$ cat config.mk
export PLATFORM = sky130hd
export DESIGN_NAME = spp_port
export DESIGN_NICKNAME = d
export VERILOG_FILES = /design/src/logic/spp_pkg.sv /design/src/logic/spp_port.sv
export SDC_FILE = /design/constraint.sdc
export NUM_CORES = 1
export LEC_CHECK = 0
export ABC_AREA = 1
export BUFFER_PORTS_ARGS = -buffer_cell sky130_fd_sc_hd__buf_4
export CORE_ASPECT_RATIO = 1.25
export CORE_MARGIN = 1
export CORE_UTILIZATION = 58
export DETAILED_ROUTE_END_ITERATION = 8
export PLACE_DENSITY = 0.95
export SYNTH_ARGS = -nofsm -noshare
export SYNTH_HDL_FRONTEND = slang
export SYNTH_SLANG_ARGS = --single-unit
$ cat constraint.sdc
create_clock -name clock_i -period 6.2 [get_ports clock_i]
set_clock_uncertainty 0.2 [all_clocks]
set_input_delay 0.62 -clock clock_i [delete_from_list [all_inputs] [get_ports clock_i]]
set_output_delay 0.62 -clock clock_i [all_outputs]
set_load 0.05 [all_outputs]
$ cat src/logic/spp_pkg.sv
// Operation
// - clock double in master mode doubles the serial clock rate.
// - no serial transfer happens unless the enable bit is one.
// - bit order one shifts lsb first, zero shifts msb first.
// - role bit one selects master, zero selects slave.
// - select input low while master clears role bit, falls back to slave.
// - mode field picks leading edge polarity and sample or setup phase.
// - serial clock idles low for rising leading edge, high for falling.
// - without clock double, divide by 4, 16, 64 or 128.
// - with clock double, divide by 2, 8, 32 or 64.
// - divider selection has no effect in slave mode.
// - nonzero interrupt level requests interrupt while completion flag is set.
// - completion flag sets once a full byte is shifted.
// - select input low while master also sets completion flag.
// - completion flag clears when the interrupt vector executes.
// - status read with flag set, then data access, clears completion flag.
// - data write during a transfer sets the collision flag.
// - status read with collision set, then data access, clears it.
// - data write starts a transmission of the written byte.
// - data read returns the last completely received byte.
// - slave with select high keeps its output off and ignores clocks.
// - select rising in slave resets shift logic, drops partial byte.
// - master stops clock after eight bits and sets completion flag.
package spp_pkg;
   // ---------------------------------------------------------------
   // register map: index, byte address is four times the index
   // ---------------------------------------------------------------
   localparam logic [1:0] IDX_SPI_CONFIG = 2'h0;
   localparam logic [1:0] IDX_IRQ_CONFIG = 2'h1;
   localparam logic [1:0] IDX_FLAG_STATUS = 2'h2;
   localparam logic [1:0] IDX_SHIFT_DATA = 2'h3;
   localparam logic [7:0] RST_SPI_CONFIG = 8'h00;
   localparam logic [1:0] RST_IRQ_LEVEL = 2'h0;
   localparam logic [7:0] RST_DATA = 8'h00;
   // ---------------------------------------------------------------
   // spi_config and flag_status field positions
   // ---------------------------------------------------------------
   localparam int POS_CLOCK_DOUBLE = 7;
   localparam int POS_ENABLE = 6;
   localparam int POS_BIT_ORDER = 5;
   localparam int POS_MASTER = 4;
   localparam int POS_MODE_POL = 3;
   localparam int POS_MODE_PHA = 2;
   localparam int POS_PRESC_HI = 1;
   localparam int POS_PRESC_LO = 0;
   localparam int POS_IF = 7;
   localparam int POS_WCOL = 6;
   // ---------------------------------------------------------------
   // half periods of the serial clock in peripheral clock cycles
   // ---------------------------------------------------------------
   localparam logic [6:0] HALF_DIV2 = 7'h01;
   localparam logic [6:0] HALF_DIV4 = 7'h02;
   localparam logic [6:0] HALF_DIV8 = 7'h04;
   localparam logic [6:0] HALF_DIV16 = 7'h08;
   localparam logic [6:0] HALF_DIV32 = 7'h10;
   localparam logic [6:0] HALF_DIV64 = 7'h20;
   localparam logic [6:0] HALF_DIV128 = 7'h40;
   localparam logic [4:0] LAST_EDGE = 5'h0F;
   localparam logic [3:0] LAST_BIT = 4'h7;
   // ---------------------------------------------------------------
   // types
   // ---------------------------------------------------------------
   typedef enum logic [1:0] {
      SPP_IDLE = 2'b01,
      SPP_RUN = 2'b10
   } spp_mst_t;
   typedef struct packed {
      logic [7:0] cfg;
      logic [1:0] lvl;
      logic if_f;
      logic wc_f;
      logic if_arm;
      logic wc_arm;
      logic [7:0] rx;
      logic [7:0] sh;
      logic out_b;
      logic sck;
      logic [4:0] edges;
      logic [6:0] div;
      spp_mst_t mst;
      logic sck_prev;
      logic [3:0] scnt;
      logic ack;
      logic [7:0] rdata;
   } spp_state_t;
endpackage

$ cat src/logic/spp_port.sv
`timescale 1ns/1ps
`default_nettype none
module spp_port
   import spp_pkg::*;
(
   input wire logic clock_i,
   input wire logic rst_i,
   input wire logic [3:0] avs_address_i,
   input wire logic avs_read_i,
   input wire logic avs_write_i,
   input wire logic [31:0] avs_writedata_i,
   input wire logic [3:0] avs_byteenable_i,
   output logic [31:0] avs_readdata_o,
   output logic avs_waitrequest_o,
   input wire logic irq_ack_i,
   output logic irq_o,
   output logic [1:0] irq_level_o,
   input wire logic ss_as_input_i,
   input wire logic ss_n_i,
   input wire logic sck_i,
   output logic sck_o,
   output logic sck_oe_o,
   input wire logic mosi_i,
   output logic mosi_o,
   output logic mosi_oe_o,
   input wire logic miso_i,
   output logic miso_o,
   output logic miso_oe_o
);
   // ---------------------------------------------------------------
   // helpers
   // ---------------------------------------------------------------
   function automatic logic out_bit(input logic [7:0] d, input logic lsb);
      out_bit = lsb ? d[0] : d[7];
   endfunction

   function automatic logic [7:0] shift_in(input logic [7:0] d, input logic b,
                                           input logic lsb);
      shift_in = lsb ? {b, d[7:1]} : {d[6:0], b};
   endfunction

   function automatic logic [6:0] half_of(input logic dbl, input logic [1:0] p);
      logic [6:0] h;
      h = HALF_DIV4;
      case ({dbl, p})
         3'h0: h = HALF_DIV4;
         3'h1: h = HALF_DIV16;
         3'h2: h = HALF_DIV64;
         3'h3: h = HALF_DIV128;
         3'h4: h = HALF_DIV2;
         3'h5: h = HALF_DIV8;
         3'h6: h = HALF_DIV32;
         3'h7: h = HALF_DIV64;
         default: h = HALF_DIV4;
      endcase
      half_of = h;
   endfunction

   // ---------------------------------------------------------------
   // state
   // ---------------------------------------------------------------
   spp_state_t s_q;
   spp_state_t s_d;
   logic req;
   logic acc;
   logic aligned;
   logic [1:0] idx;
   logic data_wr;
   logic data_acc;
   logic status_rd;
   logic en;
   logic is_master;
   logic cpol;
   logic cpha;
   logic lsb;
   logic busy;
   logic tick;
   logic set_if;
   logic set_wc;
   logic mode_fault;
   logic [6:0] half;
   logic [7:0] nsh;
   logic rise;
   logic fall;
   logic s_sample;
   logic s_setup;

   always_comb begin
      s_d = s_q;
      nsh = s_q.sh;
      set_if = 1'b0;
      set_wc = 1'b0;
      rise = 1'b0;
      fall = 1'b0;
      s_sample = 1'b0;
      s_setup = 1'b0;
      req = avs_read_i | avs_write_i;
      // one wait cycle: readdata is registered in it
      acc = req & s_q.ack;
      s_d.ack = req & ~s_q.ack;
      aligned = (avs_address_i[1:0] == 2'h0);
      idx = avs_address_i[3:2];
      data_acc = acc & aligned & (idx == IDX_SHIFT_DATA);
      data_wr = data_acc & avs_write_i & avs_byteenable_i[0];
      status_rd = acc & aligned & avs_read_i & (idx == IDX_FLAG_STATUS);
      en = s_q.cfg[POS_ENABLE];
      is_master = s_q.cfg[POS_MASTER];
      cpol = s_q.cfg[POS_MODE_POL];
      cpha = s_q.cfg[POS_MODE_PHA];
      lsb = s_q.cfg[POS_BIT_ORDER];
      busy = (s_q.mst == SPP_RUN) | (~is_master & (s_q.scnt != 4'h0));
      half = half_of(s_q.cfg[POS_CLOCK_DOUBLE], s_q.cfg[POS_PRESC_HI:POS_PRESC_LO]);
      tick = (s_q.mst == SPP_RUN) & (s_q.div == (half - 7'h01));
      mode_fault = en & is_master & ss_as_input_i & ~ss_n_i;

      // ------------------------------------------------------------
      // bus read capture, taken in the wait cycle
      // ------------------------------------------------------------
      if (avs_read_i & ~s_q.ack) begin
         s_d.rdata = 8'h00;
         if (aligned) begin
            case (idx)
               IDX_SPI_CONFIG: s_d.rdata = s_q.cfg;
               IDX_IRQ_CONFIG: s_d.rdata = {6'h00, s_q.lvl};
               IDX_FLAG_STATUS: s_d.rdata = {s_q.if_f, s_q.wc_f, 6'h00};
               IDX_SHIFT_DATA: s_d.rdata = s_q.rx;
               default: s_d.rdata = 8'h00;
            endcase
         end
      end

      // ------------------------------------------------------------
      // register writes
      // ------------------------------------------------------------
      if (acc & avs_write_i & avs_byteenable_i[0] & aligned) begin
         if (idx == IDX_SPI_CONFIG) begin
            s_d.cfg = avs_writedata_i[7:0];
         end
         if (idx == IDX_IRQ_CONFIG) begin
            s_d.lvl = avs_writedata_i[1:0];
         end
      end

      // ------------------------------------------------------------
      // master engine
      // ------------------------------------------------------------
      if (s_q.mst == SPP_RUN) begin
         if (tick) begin
            s_d.div = 7'h00;
            s_d.sck = ~s_q.sck;
            s_d.edges = s_q.edges + 5'h01;
            if (s_q.edges[0] == cpha) begin
               nsh = shift_in(s_q.sh, miso_i, lsb);
               s_d.sh = nsh;
            end else begin
               s_d.out_b = out_bit(s_q.sh, lsb);
            end
            if (s_q.edges == LAST_EDGE) begin
               s_d.mst = SPP_IDLE;
               s_d.rx = nsh;
               set_if = 1'b1;
            end
         end else begin
            s_d.div = s_q.div + 7'h01;
         end
      end else begin
         s_d.sck = cpol;
         s_d.div = 7'h00;
         s_d.edges = 5'h00;
      end

      // ------------------------------------------------------------
      // slave engine, clocked by sampled edges of the serial clock
      // ------------------------------------------------------------
      s_d.sck_prev = sck_i;
      if (~is_master) begin
         // divider is never consulted here
         s_d.mst = SPP_IDLE;
         if (ss_n_i | ~en) begin
            s_d.scnt = 4'h0;
         end else begin
            rise = sck_i & ~s_q.sck_prev;
            fall = ~sck_i & s_q.sck_prev;
            s_sample = cpha ? (cpol ? rise : fall) : (cpol ? fall : rise);
            s_setup = cpha ? (cpol ? fall : rise) : (cpol ? rise : fall);
            if (s_sample) begin
               nsh = shift_in(s_q.sh, mosi_i, lsb);
               s_d.sh = nsh;
               s_d.scnt = s_q.scnt + 4'h1;
               if (s_q.scnt == LAST_BIT) begin
                  s_d.scnt = 4'h0;
                  s_d.rx = nsh;
                  set_if = 1'b1;
               end
            end else if (s_setup | (~cpha & (s_q.scnt == 4'h0))) begin
               s_d.out_b = out_bit(s_q.sh, lsb);
            end
         end
      end

      if (~en) begin
         s_d.mst = SPP_IDLE;
      end

      // ------------------------------------------------------------
      // data write: start or collide
      // ------------------------------------------------------------
      if (data_wr) begin
         if (busy) begin
            set_wc = 1'b1;
         end else begin
            s_d.sh = avs_writedata_i[7:0];
            if (~cpha) begin
               s_d.out_b = out_bit(avs_writedata_i[7:0], lsb);
            end
            if (en & is_master) begin
               s_d.mst = SPP_RUN;
               s_d.div = 7'h00;
               s_d.edges = 5'h00;
            end
         end
      end

      // ------------------------------------------------------------
      // another master pulls select low
      // ------------------------------------------------------------
      if (mode_fault) begin
         s_d.cfg[POS_MASTER] = 1'b0;
         s_d.mst = SPP_IDLE;
         set_if = 1'b1;
      end

      // ------------------------------------------------------------
      // flags: clears first so a same-cycle set wins
      // ------------------------------------------------------------
      if (data_acc) begin
         if (s_q.if_arm) begin
            s_d.if_f = 1'b0;
         end
         if (s_q.wc_arm) begin
            s_d.wc_f = 1'b0;
         end
         s_d.if_arm = 1'b0;
         s_d.wc_arm = 1'b0;
      end
      if (status_rd) begin
         s_d.if_arm = s_q.if_f;
         s_d.wc_arm = s_q.wc_f;
      end
      if (irq_ack_i) begin
         s_d.if_f = 1'b0;
      end
      if (set_if) begin
         s_d.if_f = 1'b1;
      end
      if (set_wc) begin
         s_d.wc_f = 1'b1;
      end
   end

   always_ff @(posedge clock_i) begin
      if (rst_i) begin
         s_q <= '0;
         s_q.cfg <= RST_SPI_CONFIG;
         s_q.lvl <= RST_IRQ_LEVEL;
         s_q.rx <= RST_DATA;
         s_q.sh <= RST_DATA;
         s_q.mst <= SPP_IDLE;
      end else begin
         s_q <= s_d;
      end
   end

   // ---------------------------------------------------------------
   // outputs
   // ---------------------------------------------------------------
   assign avs_waitrequest_o = req & ~s_q.ack;
   assign avs_readdata_o = {24'h000000, s_q.rdata};
   assign irq_o = (s_q.lvl != 2'h0) & s_q.if_f;
   assign irq_level_o = s_q.lvl;
   assign sck_o = s_q.sck;
   assign sck_oe_o = en & is_master;
   assign mosi_o = s_q.out_b;
   assign mosi_oe_o = en & is_master;
   assign miso_o = s_q.out_b;
   // select high keeps the slave output released
   assign miso_oe_o = en & ~is_master & ~ss_n_i;
endmodule
`default_nettype wire

# --- Word level (Yosys, flattened, before mapping) ---
# Memories as Yosys holds them, arrays and structs flattened. A register that Yosys moved wholly into a read port is not among the register bits.
# Index checks and enable logic that the tools add are counted.
word_totals:
  ff_bits: 60
  latchBits: 0
  ram_bits: 0
  mem_bits_ro: 56
  wordCells: 140
  n_memories: 1
memory_table:
  columns: ["name", "depth", "word_bits", "read_ports", "rd_ports_with_merged_regs", "write_ports", "line_no", "text"]
  rows:
  - ["(no name shown)", 8, 7, 1, 1, 0, "spp_port.sv:45", "case ({dbl, p})"]
op_classes:
  addsub: 4
  mul: 0
  n_div: 0
  n_lt_le_gt_ge: 0
  n_eq_ne: 9
  shifts: 0
  n_mux: 56
  n_bitwise: 35
  reduce_logical: 17
ops:
  columns: ["operator", "n"]
  rows:
  - ["$mux 17", 3]
  - ["$mux 8", 6]
  - ["$mux 14", 3]
  - ["$pmux 8 s4", 1]
  - ["$mux 1", 25]
  - ["$and 1x1->1", 23]
  - ["$mux 23", 1]
  - ["$mux 9", 2]
  - ["$mux 16", 1]
  - ["$mux 4", 4]
  - ["$mux 13", 1]
  - ["$mux 2", 6]
  - ["$reduce_and 2->1", 5]
  - ["$reduce_bool 2->1", 5]
  - ["$not 1->1", 8]
  - ["$add 7x1->7 const B", 1]
  - ["$eq 7x7->1", 1]
  - ["$mux 7", 1]
  - ["$sub 7x1->7 const B", 1]
  - ["$eq 2x2->1 const B", 3]
  - ["$mux 3", 2]
  - ["$reduce_bool 3->1", 2]
  - ["$add 5x1->5 const B", 1]
  - ["$eq 5x4->1 const B", 1]
  - ["10 further kinds", 14]

# --- Depth between registers and ports, before layout ---
# Gate-level depths: netlist of run 1.
logic_depth:
  depth_word: 12
  mapped_depth: 16
  ltp_nobuf: 16

# --- Least setup slack after synthesis of run 1 ---
# No wires, ideal clock.
synth_timing:
  path_kind: "input port to flip-flop"
  start: "in ss_n_i"
  end: "reg s_q[39] (netlist name)"
  setup_ns: 0.070
  arrival_ns: 2.093
  path_slack_ns: 3.837
  cell_stages: 10
  n_path_buf: 1
  cell_sequence: "nor2_1 > inv_1 > nor2_2 > nand2_2 > inv_1 > nand2_1 > buf_2 > inv_2 > nand2_1 > a21oi_1"
synth_between:
  elab_chain_len: 3
synth_lines:
  columns: ["element", "line_no", "text"]
  rows:
  - ["start, declared", "spp_port.sv:19", "input wire logic ss_n_i,"]
  - ["$or 1x1->1", "spp_port.sv:179", "if (ss_n_i | ~en) begin"]
  - ["$mux 17", "spp_port.sv:179", null]
  - ["$mux 17", "spp_port.sv:176", "if (~is_master) begin"]
  - ["end, declared", "spp_port.sv:62", "spp_state_t s_q;"]
# No other way between the ends.
# A chain may end at the register's enable or synchronous reset.

# --- Worst setup path in the final report of run 1 ---
layout_timing:
  start: "reg, netlist name half[0]"
  end: "reg s_q[40] (netlist name)"
layout_between:
  elab_chain_len: 9
layout_lines:
  columns: ["element", "line_no", "text"]
  rows:
  - ["$sub 7x1->7 (*)", "spp_port.sv:113", "tick = (s_q.mst == SPP_RUN) & (s_q.div == (half - 7'h01));"]
  - ["$eq 7x7->1 (*)", "spp_port.sv:113", null]
  - ["$and 1x1->1 (*)", "spp_port.sv:113", null]
  - ["$mux 23 (*)", "spp_port.sv:148", "if (tick) begin"]
  - ["$mux 17 (*)", "spp_port.sv:147", "if (s_q.mst == SPP_RUN) begin"]
  - ["$mux 8", "spp_port.sv:190", "if (s_q.scnt == LAST_BIT) begin"]
  - ["$mux 16", "spp_port.sv:186", "if (s_sample) begin"]
  - ["$mux 17", "spp_port.sv:179", null]
  - ["$mux 17 (*)", "spp_port.sv:176", null]
# Every way passes the cells marked *; elsewhere a longest branch is shown, timed or not. The select of a mux whose other input is x is not followed.

==> results.json, run 1 <==
{
  "drv_slew": 0,
  "syn-cell-area_um2": 3886,
  "grt_max_degree": 31,
  "power.switching_uw": 238.3,
  "worst_path_most_repeated_cell": "nand2_1",
  "combPwrFrac_pct": 8.6,
  "cp.required_ns": 6.28,
  "path_clk_slew_ns": 0.08,
  "drcViolationCount": 0,
  "leakage_uw": 0.001887,
  "critPathKind": "register to register",
  "dr.pass1.iters": 5,
  "fin_nets": 677,
  "vdd_drop_max_mv": 0.1872,
  "worstSetupStartpointType": "register",
  "cts_resized": 0,
  "htreeDepth": 3,
  "fmax_mhz": 363.6,
  "ctsHoldBuffers": 0,
  "die_h_um": 93.52,
  "worstPathArrival_ns": 2.83,
  "crit_buf_inv": 3,
  "yosysWarnings": 0,
  "synth_seq_cells": 67,
  "grt_first_pass_wirelength_um": 15190,
  "rsz0062_at_grt": "false",
  "drt-vias-per-instance": 5.344,
  "synth.distinct_cells": 36,
  "diodes": 0,
  "cts_buffers": 9,
  "critical_path.endpoint_type": "register",
  "maxSlewHeadroom_pct": 46.22,
  "fp.dieW_um": 75.22,
  "p_per_area_nw_per_um2": 210.2,
  "yosysTopAreaCellShare_pct": 34.51,
  "grt_busiest_layer": "met2",
  "grt_pass1_vias": 3410,
  "fin_crit_sh_pct": 44.36,
  "rows": 33,
  "initial_core_util_pct": 59.57,
  "cts_setup_buffers": 0,
  "clkLatencyLatePin_ns": 0.35,
  "dp.cells": 697,
  "synth_area_per_cell_um2": 6.510,
  "cts-root-to-sink-buffers": 2,
  "drt_iter0_drc": 269,
  "pwr-share-clk_pct": 42.9,
  "antenna_found_initial": 0,
  "antenna_left": 0,
  "hold_class": "register to register",
  "hold_viol": 0,
  "fin_crit_ns": 2.750,
  "seq_area_frac_synth_pct": 34.51,
  "core_area_um2": 6524,
  "synth_top_area_cell": "dfxtp_1",
  "synth_area_leaders": "dfxtp_1, nand2_1, inv_1",
  "gp_congestion": 0.9512,
  "worstPathMaxFanout": 21,
  "synthCells": 597,
  "seqPwrFrac_pct": 48.4,
  "cp_slowest_cell": "nor2_4",
  "io_pins": 92,
  "tightestPinTransition_ns": 0.8005,
  "use_met1_pct": 32.14,
  "portBuffers": 40,
  "n_fill_cell": 568,
  "cts.sinks": 67,
  "wl_per_cell_um": 13.01,
  "die_area_um2": 7034,
  "met2_usage_pct": 49.02,
  "overflow": 0,
  "internal_power_uw": 656.7,
  "fin_setup_tns_ns": 0,
  "hpwl_um": 6785,
  "met3_usage_pct": 7.220,
  "syn2layout_area_growth_pct": 9.562,
  "outcome": "complete, no violations",
  "wl_um": 9275,
  "grt_use_total_pct": 28.50,
  "dr_total_vias": 3810,
  "setup_violations": 0,
  "path_cells": "inv_1 > ha_1 > inv_1 > nand2_1 > nand2_1 > nor2_1 > nand3_1 > nor2_2 > nand3_2 > nor2_4 > inv_4 > nand2_1 > nand3_1 > a21oi_1",
  "root_buffer": "clkbuf_8",
  "drive_above_1_share_pct": 12.14,
  "crit_family": "simple AND/OR/NAND/NOR gates",
  "hold_slack_ns": 0.2752,
  "cts_tree": "yes",
  "instances_no_fill": 713,
  "swShare_pct": 26.63,
  "max_stage_delay_ns": 0.40,
  "drv_cap": 0
}
## sequential cells by signal, summed over array words and instances, names as in the netlist
signal and flops:
cpol 1, half 7, miso_o 1, irq_level_o 2, s_q 43, is_master 1, avs_readdata_o 8, lsb 1
sck_o 1, cpha 1, en 1
## worst reg2reg max path, delay by kind of cell (launching register included)
kind / cells / cell delay (ns)
adders and majority gates: 1 / 0.32
AOI/OAI and AO/OA: 1 / 0.14
and+or+nand+nor: 9 / 1.40
DFF: 1 / 0.37
buffers and inverters: 3 / 0.25
## per-layer routing
layer  vias up  wire length [um]  share of wire, %
li1       1887                 -                 -
met2       159              4737                51
met5         -                 0                 0
met4         0               370               4.0
met3        37               595               6.4
met1      1727              3572                39
## cell usage after synthesis
library cell,n
buf_2,5
o221ai_1,1
and2_1,1
xnor2_1,4
a21oi_1,52
o21ai_1,2
o22ai_1,5
clkinv_2,1
dfxtp_1,67
o21bai_1,1
buf_1,1
nand3_1,34
buf_4,36
o21ai_0,47
a41oi_1,1
nor2_1,44
nand3b_1,2
conb_1,1
inv_4,1
nand3_2,1
o211ai_1,4
nor2_4,2
inv_2,1
inv_1,85
clkbuf_1,7
nor3_1,14
a32oi_1,1
ha_1,6
nand2_1,147
buf_6,1
o21a_1,1
xor2_1,4
nand2_2,1
nor2_2,5
nand4_1,3
or2_2,8
## cell type report
class	instances	area (um2)	share of cell area, %
clock buffers	11	151.4	3.556
well taps	87	108.9	2.557
repair buffers	40	300.3	7.053
clock inverters	5	61.31	1.440
inverters	88	334.1	7.846
multi-input cells	415	1961	46.05
flip-flops and latches	67	1341	31.50
## power groups by stage
stage	combinational [uW]	clock, uW	sequential [uW]
after floorplan	68.1	0	443
after global placement	75.2	0	443
after detailed placement	76.1	0	443
after CTS	76.5	385	433
after global routing	83.1	408	433
final	77.4	384	433
## cells in the final DEF, fill, tap and decap left out, types with 3 or more instances in the layout
cell	Yosys	final
a21oi_1	52	52
buf_4	36	40
clkbuf_8	0	11
clkinvlp_4	0	3
conb_1	1	24
dfxtp_1	67	67
ha_1	6	6
inv_1	85	85
nand2_1	147	147
nand3_1	34	34
nand4_1	3	3
nor2_1	44	44
nor2_2	5	5
nor3_1	14	14
o211ai_1	4	4
o21ai_0	47	47
o22ai_1	5	5
or2_2	8	8
xnor2_1	4	4
xor2_1	4	4
## cells by family after synthesis
group                      Yosys count  share of synthesized area (%)
buffers and inverters              138                          17.26
xor gates and xnor gates             8                          1.803
adders and majority gates            6                          1.932
AOI/OAI and AO/OA                  115                          15.65
DFF                                 67                          34.51
and+or+nand+nor                    262                          28.75
other                                1                        0.09649
## path summary, 6_finish.rpt
kind	start	endpoint	slack (ns)	cells past startpoint
setup / recovery	half[0]$_SDFF_PN0_	s_q[40]$_SDFF_PP0_	3.45	14
hold / removal	avs_readdata_o[2]$_SDFFE_PP0P_	avs_readdata_o[2]$_SDFFE_PP0P_	0.28	2
setup reg to reg	half[0]$_SDFF_PN0_	s_q[40]$_SDFF_PP0_	3.45	14
hold reg to reg	avs_readdata_o[2]$_SDFFE_PP0P_	avs_readdata_o[2]$_SDFFE_PP0P_	0.28	2
## through the flow
step / area (um2) / setup slack [ns] / total power (uW) / util (%)
after floorplan: 3973 / 3.837 / 511.1 / -
after global placement: 4045 / 3.364 / 518.4 / 62.01
after detailed placement: 4045 / 3.304 / 519.4 / 62.01
after CTS: 4258 / 3.477 / 895.2 / 65.27
after global routing: 4258 / 3.133 / 924.6 / 65.27
final: 4258 / 3.450 / 895.0 / 65.27
Note: power is estimated with default switching activity, not from simulation.
==> run 2, diff against run 1 <==
- CORE_UTILIZATION: 58 -> 49
- PLACE_DENSITY: 0.95 -> 0.88
- clock period: 6.2 -> 2.25 ns (I/O delays scaled with it)
==> run 2 against run 1 <==
  * The flow now finishes with violations (setup timing)
  * Die area up 18%
  * Sequential share of layout area down 3.1 points
  * Sequential power rose to 2.7 times the previous value
  * Cell count up 5.6%
  * First-iteration DRC count up 43%
  * Power rose to 2.9 times the previous value
  * Worst setup slack worse by 3.5 ns
  * Sequential cell count unchanged
  * Count of clock-buffer cells in the layout down 2
  * Register-to-register slack worse by 3.5 ns
  * Cell area up 11%
  * Largest cell class unchanged
  * Highest routed layer unchanged
==> results.json, run 2 (same netlist as run 1, synthesis figures left out) <==
{
  "cp_slowest_cell": "dfxtp_2",
  "cts_buffers": 9,
  "path_cells": "inv_2 > ha_4 > inv_2 > nand2_2 > nand2_2 > nor2_2 > nand3_2 > nor2_4 > nand3_4 > nor2_4 > clkinvlp_4 > nand2_1 > nand3_1 > a21oi_1",
  "critical_path.endpoint_type": "register",
  "drcViolationCount": 0,
  "dr.pass1.iters": 6,
  "clkLatencyLatePin_ns": 0.36,
  "rows": 35,
  "die_h_um": 101.6,
  "internal_power_uw": 1886,
  "rr_startpoint": "half[1]$_SDFF_PP0_",
  "p_per_area_nw_per_um2": 544.3,
  "leakage_uw": 0.002075,
  "grt_pass1_vias": 3783,
  "root_buffer": "clkbuf_8",
  "crit_buf_inv": 3,
  "drive_above_1_share_pct": 20.27,
  "fmax_mhz": 432.5,
  "cts.sinks": 67,
  "grt_use_total_pct": 25.47,
  "initial_core_util_pct": 51.59,
  "crit_start": "half[1]$_SDFF_PP0_",
  "wl_um": 11140,
  "rsz0062_at_grt": "true",
  "outcome": "complete, but fails checks",
  "setup_slack_ns": -0.06210,
  "antenna_left": 0,
  "swShare_pct": 26.82,
  "drv_slew": 0,
  "final_common_cell": "nand2_1",
  "path_clk_slew_ns": 0.08,
  "grt_first_pass_wirelength_um": 16150,
  "final_cell_mix": "nand2_1, inv_1, dfxtp_1",
  "portBuffers": 40,
  "maxSlewHeadroom_pct": 57.94,
  "cts-root-to-sink-buffers": 2,
  "cp.required_ns": 2.34,
  "worstPathMaxFanout": 5,
  "antenna_found_initial": 0,
  "drt_iter0_drc": 386,
  "worstHoldStart": "irq_ack_i",
  "cts_tree": "yes",
  "vdd_drop_max_mv": 0.4164,
  "violations": "setup timing",
  "hold_slack_ns": 0.01829,
  "fin_crit_sh_pct": 102.8,
  "io_pins": 92,
  "hpwl_um": 7137,
  "overflow": 0,
  "finalPower_uw": 2577,
  "dp_slack_ns": -0.04107,
  "pwr-share-clk_pct": 44.1,
  "largest_reg_flops": 43,
  "combPwrFrac_pct": 9.6,
  "power.switching_uw": 691.2,
  "fin_nets": 712,
  "drv_cap": 0,
  "die_area_um2": 8294,
  "critPathKind": "register to register",
  "dp.cells": 717,
  "drt-vias-per-instance": 5.515,
  "wl_per_cell_um": 14.79,
  "syn2layout_area_growth_pct": 21.83,
  "crit_family": "simple AND/OR/NAND/NOR gates",
  "seqPwrFrac_pct": 46.3,
  "htreeDepth": 3,
  "diodes": 0,
  "fin_crit_ns": 2.312,
  "max_stage_delay_ns": 0.35,
  "setup_violations": 2,
  "worstSetupStartpointType": "register",
  "fin_setup_tns_ns": -0.07064,
  "worstPathArrival_ns": 2.40,
  "grt_max_degree": 31,
  "hold_class": "primary input to register",
  "top_register": "s_q",
  "dr_total_vias": 4153,
  "tightestPinTransition_ns": 0.6243,
  "fp.dieW_um": 81.66,
  "hold_viol": 0,
  "core_area_um2": 7532,
  "gp_congestion": 0.9252,
  "instances_no_fill": 753
}
==> run 2: final cells by class <==
class / instances / area, um2
Clock buffer: 9 / 123.9
Tap cell: 92 / 115.1
Clock inverter: 7 / 98.84
Fill cell: 598 / 2798
Timing Repair Buffer: 74 / 609.3
Timing Repair inverter: 1 / 7.507
Inverter: 88 / 342.8
Sequential cell: 67 / 1344
Multi-Input combinational cell: 415 / 2093
==> run 2: repair_timing <==
item,CTS,global route
pin swaps,2,19
gates cloned,0,1
gates resized for setup,1,57
endpoints found under the hold margin,13,0
hold buffers,11,0
endpoints found under the setup margin,11,24
setup buffers,2,6
==> run 2: per-stage QoR <==
stage                     utilization, %  area (um2)
final                              62.86        4735
after global routing               62.86        4735
after CTS                          59.92        4513
after detailed placement           55.28        4164
after global placement             55.28        4164
after floorplan                        -        3973
==> run 2: power by group through the flow <==
stage                     Clock (uW)  Sequential [uW]  Combinational (uW)
after global routing            1180             1190                 264
after CTS                       1130             1190                 236
after floorplan                    0             1220                 188
after global placement             0             1220                 215
final                           1140             1190                 248
after detailed placement           0             1220                 219
==> run 2: worst reg2reg max path, delay by kind of cell, from the launching register on <==
family	cells	cell delay (ns)
AOI/OAI and AO/OA	1	0.15
and+or+nand+nor	9	0.99
adders and majority gates	1	0.27
DFF	1	0.35
buffers and inverters	3	0.28
==> run 2: metal layers <==
metal	vias to the layer above	global-route usage [%]	wire, um
li1	1960	-	-
met1	1891	27.50	3926
met2	237	46.03	5706
met3	65	4.414	922
met4	0	14.30	581
met5	-	0	0
==> run 2: final timing paths <==
kind,endpoint,slack [ns],depth (start not counted)
max,s_q[45]$_SDFF_PP0_,-0.06,14
min reg2reg,avs_readdata_o[1]$_SDFFE_PP0P_,0.27,2
max reg2reg,s_q[45]$_SDFF_PP0_,-0.06,14
min,s_q[49]$_SDFFE_PP0P_,0.02,3
==> run 3, diff against run 2 <==
- REMOVE_ABC_BUFFERS: default -> 1
==> run 3 against run 2 <==
  * Via count is 3.5% lower
  * Sequential share of layout area grew 0.28 points
  * Fmax rose by 3.9%
  * Combinational power decreased by 3%
  * Power down 0.16%
  * Worst setup slack improved by 0.088 ns
  * Non-clock buffer count fell by 6
  * The run ends with hold timing left
  * Core utilization down 0.61 points
  * Critical path depth rose by 1
==> results.json, run 3 (same netlist as run 1, synthesis figures left out) <==
{
  "outcome": "complete, but fails checks",
  "violations": "hold timing",
  "cts_tree": "yes",
  "swShare_pct": 24.85,
  "cp.required_ns": 2.34,
  "setup_slack_ns": 0.02569,
  "top_layer": "met4",
  "largest_reg_flops": 43,
  "drt-vias-per-instance": 5.363,
  "drive_above_1_share_pct": 17.71,
  "path_clk_slew_ns": 0.08,
  "n_fill_cell": 676,
  "top_register": "s_q",
  "fin_crit_ns": 2.224,
  "regArea_um2": 1344,
  "max_stage_delay_ns": 0.34,
  "final_common_cell": "nand2_1",
  "fin_setup_tns_ns": 0,
  "cts-root-to-sink-buffers": 2,
  "critPathKind": "register to register",
  "utilization_pct": 62.24,
  "syn2layout_area_growth_pct": 20.64,
  "combPwrFrac_pct": 9.4,
  "wl_met1_um": 3732,
  "core_area_um2": 7532,
  "seqPwrFrac_pct": 46.4,
  "worstSetupStartpointType": "register",
  "grt_use_total_pct": 24.80,
  "p_per_area_nw_per_um2": 548.8,
  "vdd_drop_max_mv": 0.4772,
  "maxSlewHeadroom_pct": 57.48,
  "r2r_end": "s_q[41]$_SDFF_PP0_",
  "hold-path-cell-count": 3,
  "leakage_uw": 0.002073,
  "htreeDepth": 3,
  "io_pins": 92,
  "fp.dieW_um": 81.66,
  "wl_um": 10270,
  "overflow": 0,
  "antenna_left": 0,
  "hpwl_um": 7232,
  "dp_slack_ns": -0.002205,
  "hold_path_end": "s_q[8]$_SDFF_PP0_",
  "hold_class": "primary input to register",
  "die_h_um": 101.6,
  "route.met2.wl_um": 5304,
  "rr_startpoint": "half[0]$_SDFF_PN0_",
  "rows": 35,
  "internal_power_uw": 1934,
  "portBuffers": 40,
  "path_cells": "inv_2 > ha_4 > inv_2 > nand2_2 > nand2_2 > nor2_2 > nand3_2 > nor2_4 > nand3_4 > nor2_4 > buf_12 > clkinv_8 > nand2_1 > nand3_2 > a21oi_2",
  "routed-wl-met3_um": 695,
  "hold_viol": 1,
  "antenna_found_initial": 0,
  "tightestPinTransition_ns": 0.6312,
  "grt_first_pass_wirelength_um": 15760,
  "root_buffer": "clkbuf_8",
  "r2r_cells": 15,
  "setup_violations": 0,
  "clkLatencyLatePin_ns": 0.35,
  "fin_nets": 706,
  "gp_congestion": 0.9195,
  "final_cell_mix": "nand2_1, inv_1, dfxtp_1",
  "worstPathArrival_ns": 2.32,
  "dr_total_vias": 4006,
  "worstPathMaxFanout": 6,
  "drv_slew": 0,
  "die_area_um2": 8294,
  "pwr-share-clk_pct": 44.2,
  "power.switching_uw": 639.3,
  "drt_iter0_drc": 350,
  "rsz0062_at_grt": "true",
  "fmax_mhz": 449.6,
  "cts.sinks": 67,
  "multi_input_area_um2": 2052,
  "worstHoldStart": "avs_read_i",
  "fin_crit_sh_pct": 98.86,
  "wl_per_cell_um": 13.75,
  "cp_slowest_cell": "dfxtp_2",
  "cts_buffers": 9,
  "grt_max_degree": 29,
  "dr.pass1.iters": 4,
  "drv_cap": 0,
  "grt_pass1_vias": 3670,
  "finalPower_uw": 2573,
  "rrSetupSlack_ns": 0.03,
  "hold_slack_ns": -0.003351,
  "diodes": 0,
  "critical_path.endpoint_type": "register",
  "drcViolationCount": 0,
  "initial_core_util_pct": 51.59
}
==> run 3: cell types whose count changed in the layout (fill, tap and decap cells not counted), sizes merged <==
cell	before	now
buf	63	55
clkbuf	9	13
clkinv	2	5
inv	90	87
clkinvlp	2	0
==> run 3: worst max-delay path by stage <==
stage / end / from
global placement: s_q[26]$_SDFF_PP0_ / half[0]$_SDFF_PN0_
detailed placement: s_q[26]$_SDFF_PP0_ / half[0]$_SDFF_PN0_
finish: s_q[41]$_SDFF_PP0_ / half[0]$_SDFF_PN0_
floorplan: s_q[38]$_SDFF_PP0_ / en$_SDFFE_PP0P_
global route: s_q[38]$_SDFF_PP0_ / half[0]$_SDFF_PN0_
CTS: s_q[45]$_SDFF_PP0_ / sck_i
==> run 3: repair_timing <==
action                                  CTS  global route
gates resized for setup                   1            36
endpoints found under the setup margin    6            24
hold buffers                             11             0
hold endpoints to repair                 16             0
cloned                                    0             3
buffers inserted                          1             1
pin swaps                                 2             2
==> run 3: area by class of cell <==
cell class              instances  share of cell area (%)
multi-input cells             415                   43.77
flip-flops and latches         67                   28.66
repair buffers                 68                   12.76
inverters                      88                   7.339
clock buffers                  11                   3.229
well taps                      92                   2.455
clock inverters                 5                   1.601
repair inverters                1                  0.1868
==> run 3: critical path, delay by kind of cell (launching register included) <==
family,cells,cell delay (ns)
adder cells (fa/ha/maj),1,0.27
buffers and inverters,4,0.32
AO/OA/AOI/OAI,1,0.12
flip-flops,1,0.34
AND/OR/NAND/NOR,9,0.90
==> run 3: per-layer routing <==
layer,vias up,GRT usage [%]
met5,-,0
met4,0,18.49
met3,56,3.874
met2,191,42.69
met1,1812,27.01
li1,1947,-
==> run 3: per-stage QoR <==
stage                     std cells  cell area (um2)
after floorplan                 570             3636
after global placement          715             4149
after detailed placement        715             4149
after CTS                       743             4509
after global routing            747             4688
final                           747             4688
==> run 3: power groups by stage <==
stage / clock (uW) / sequential [uW] / combinational, uW
finish: 1140 / 1190 / 241
global placement: 0 / 1220 / 215
floorplan: 0 / 1220 / 145
CTS: 1150 / 1190 / 233
detailed placement: 0 / 1220 / 217
global route: 1200 / 1190 / 260
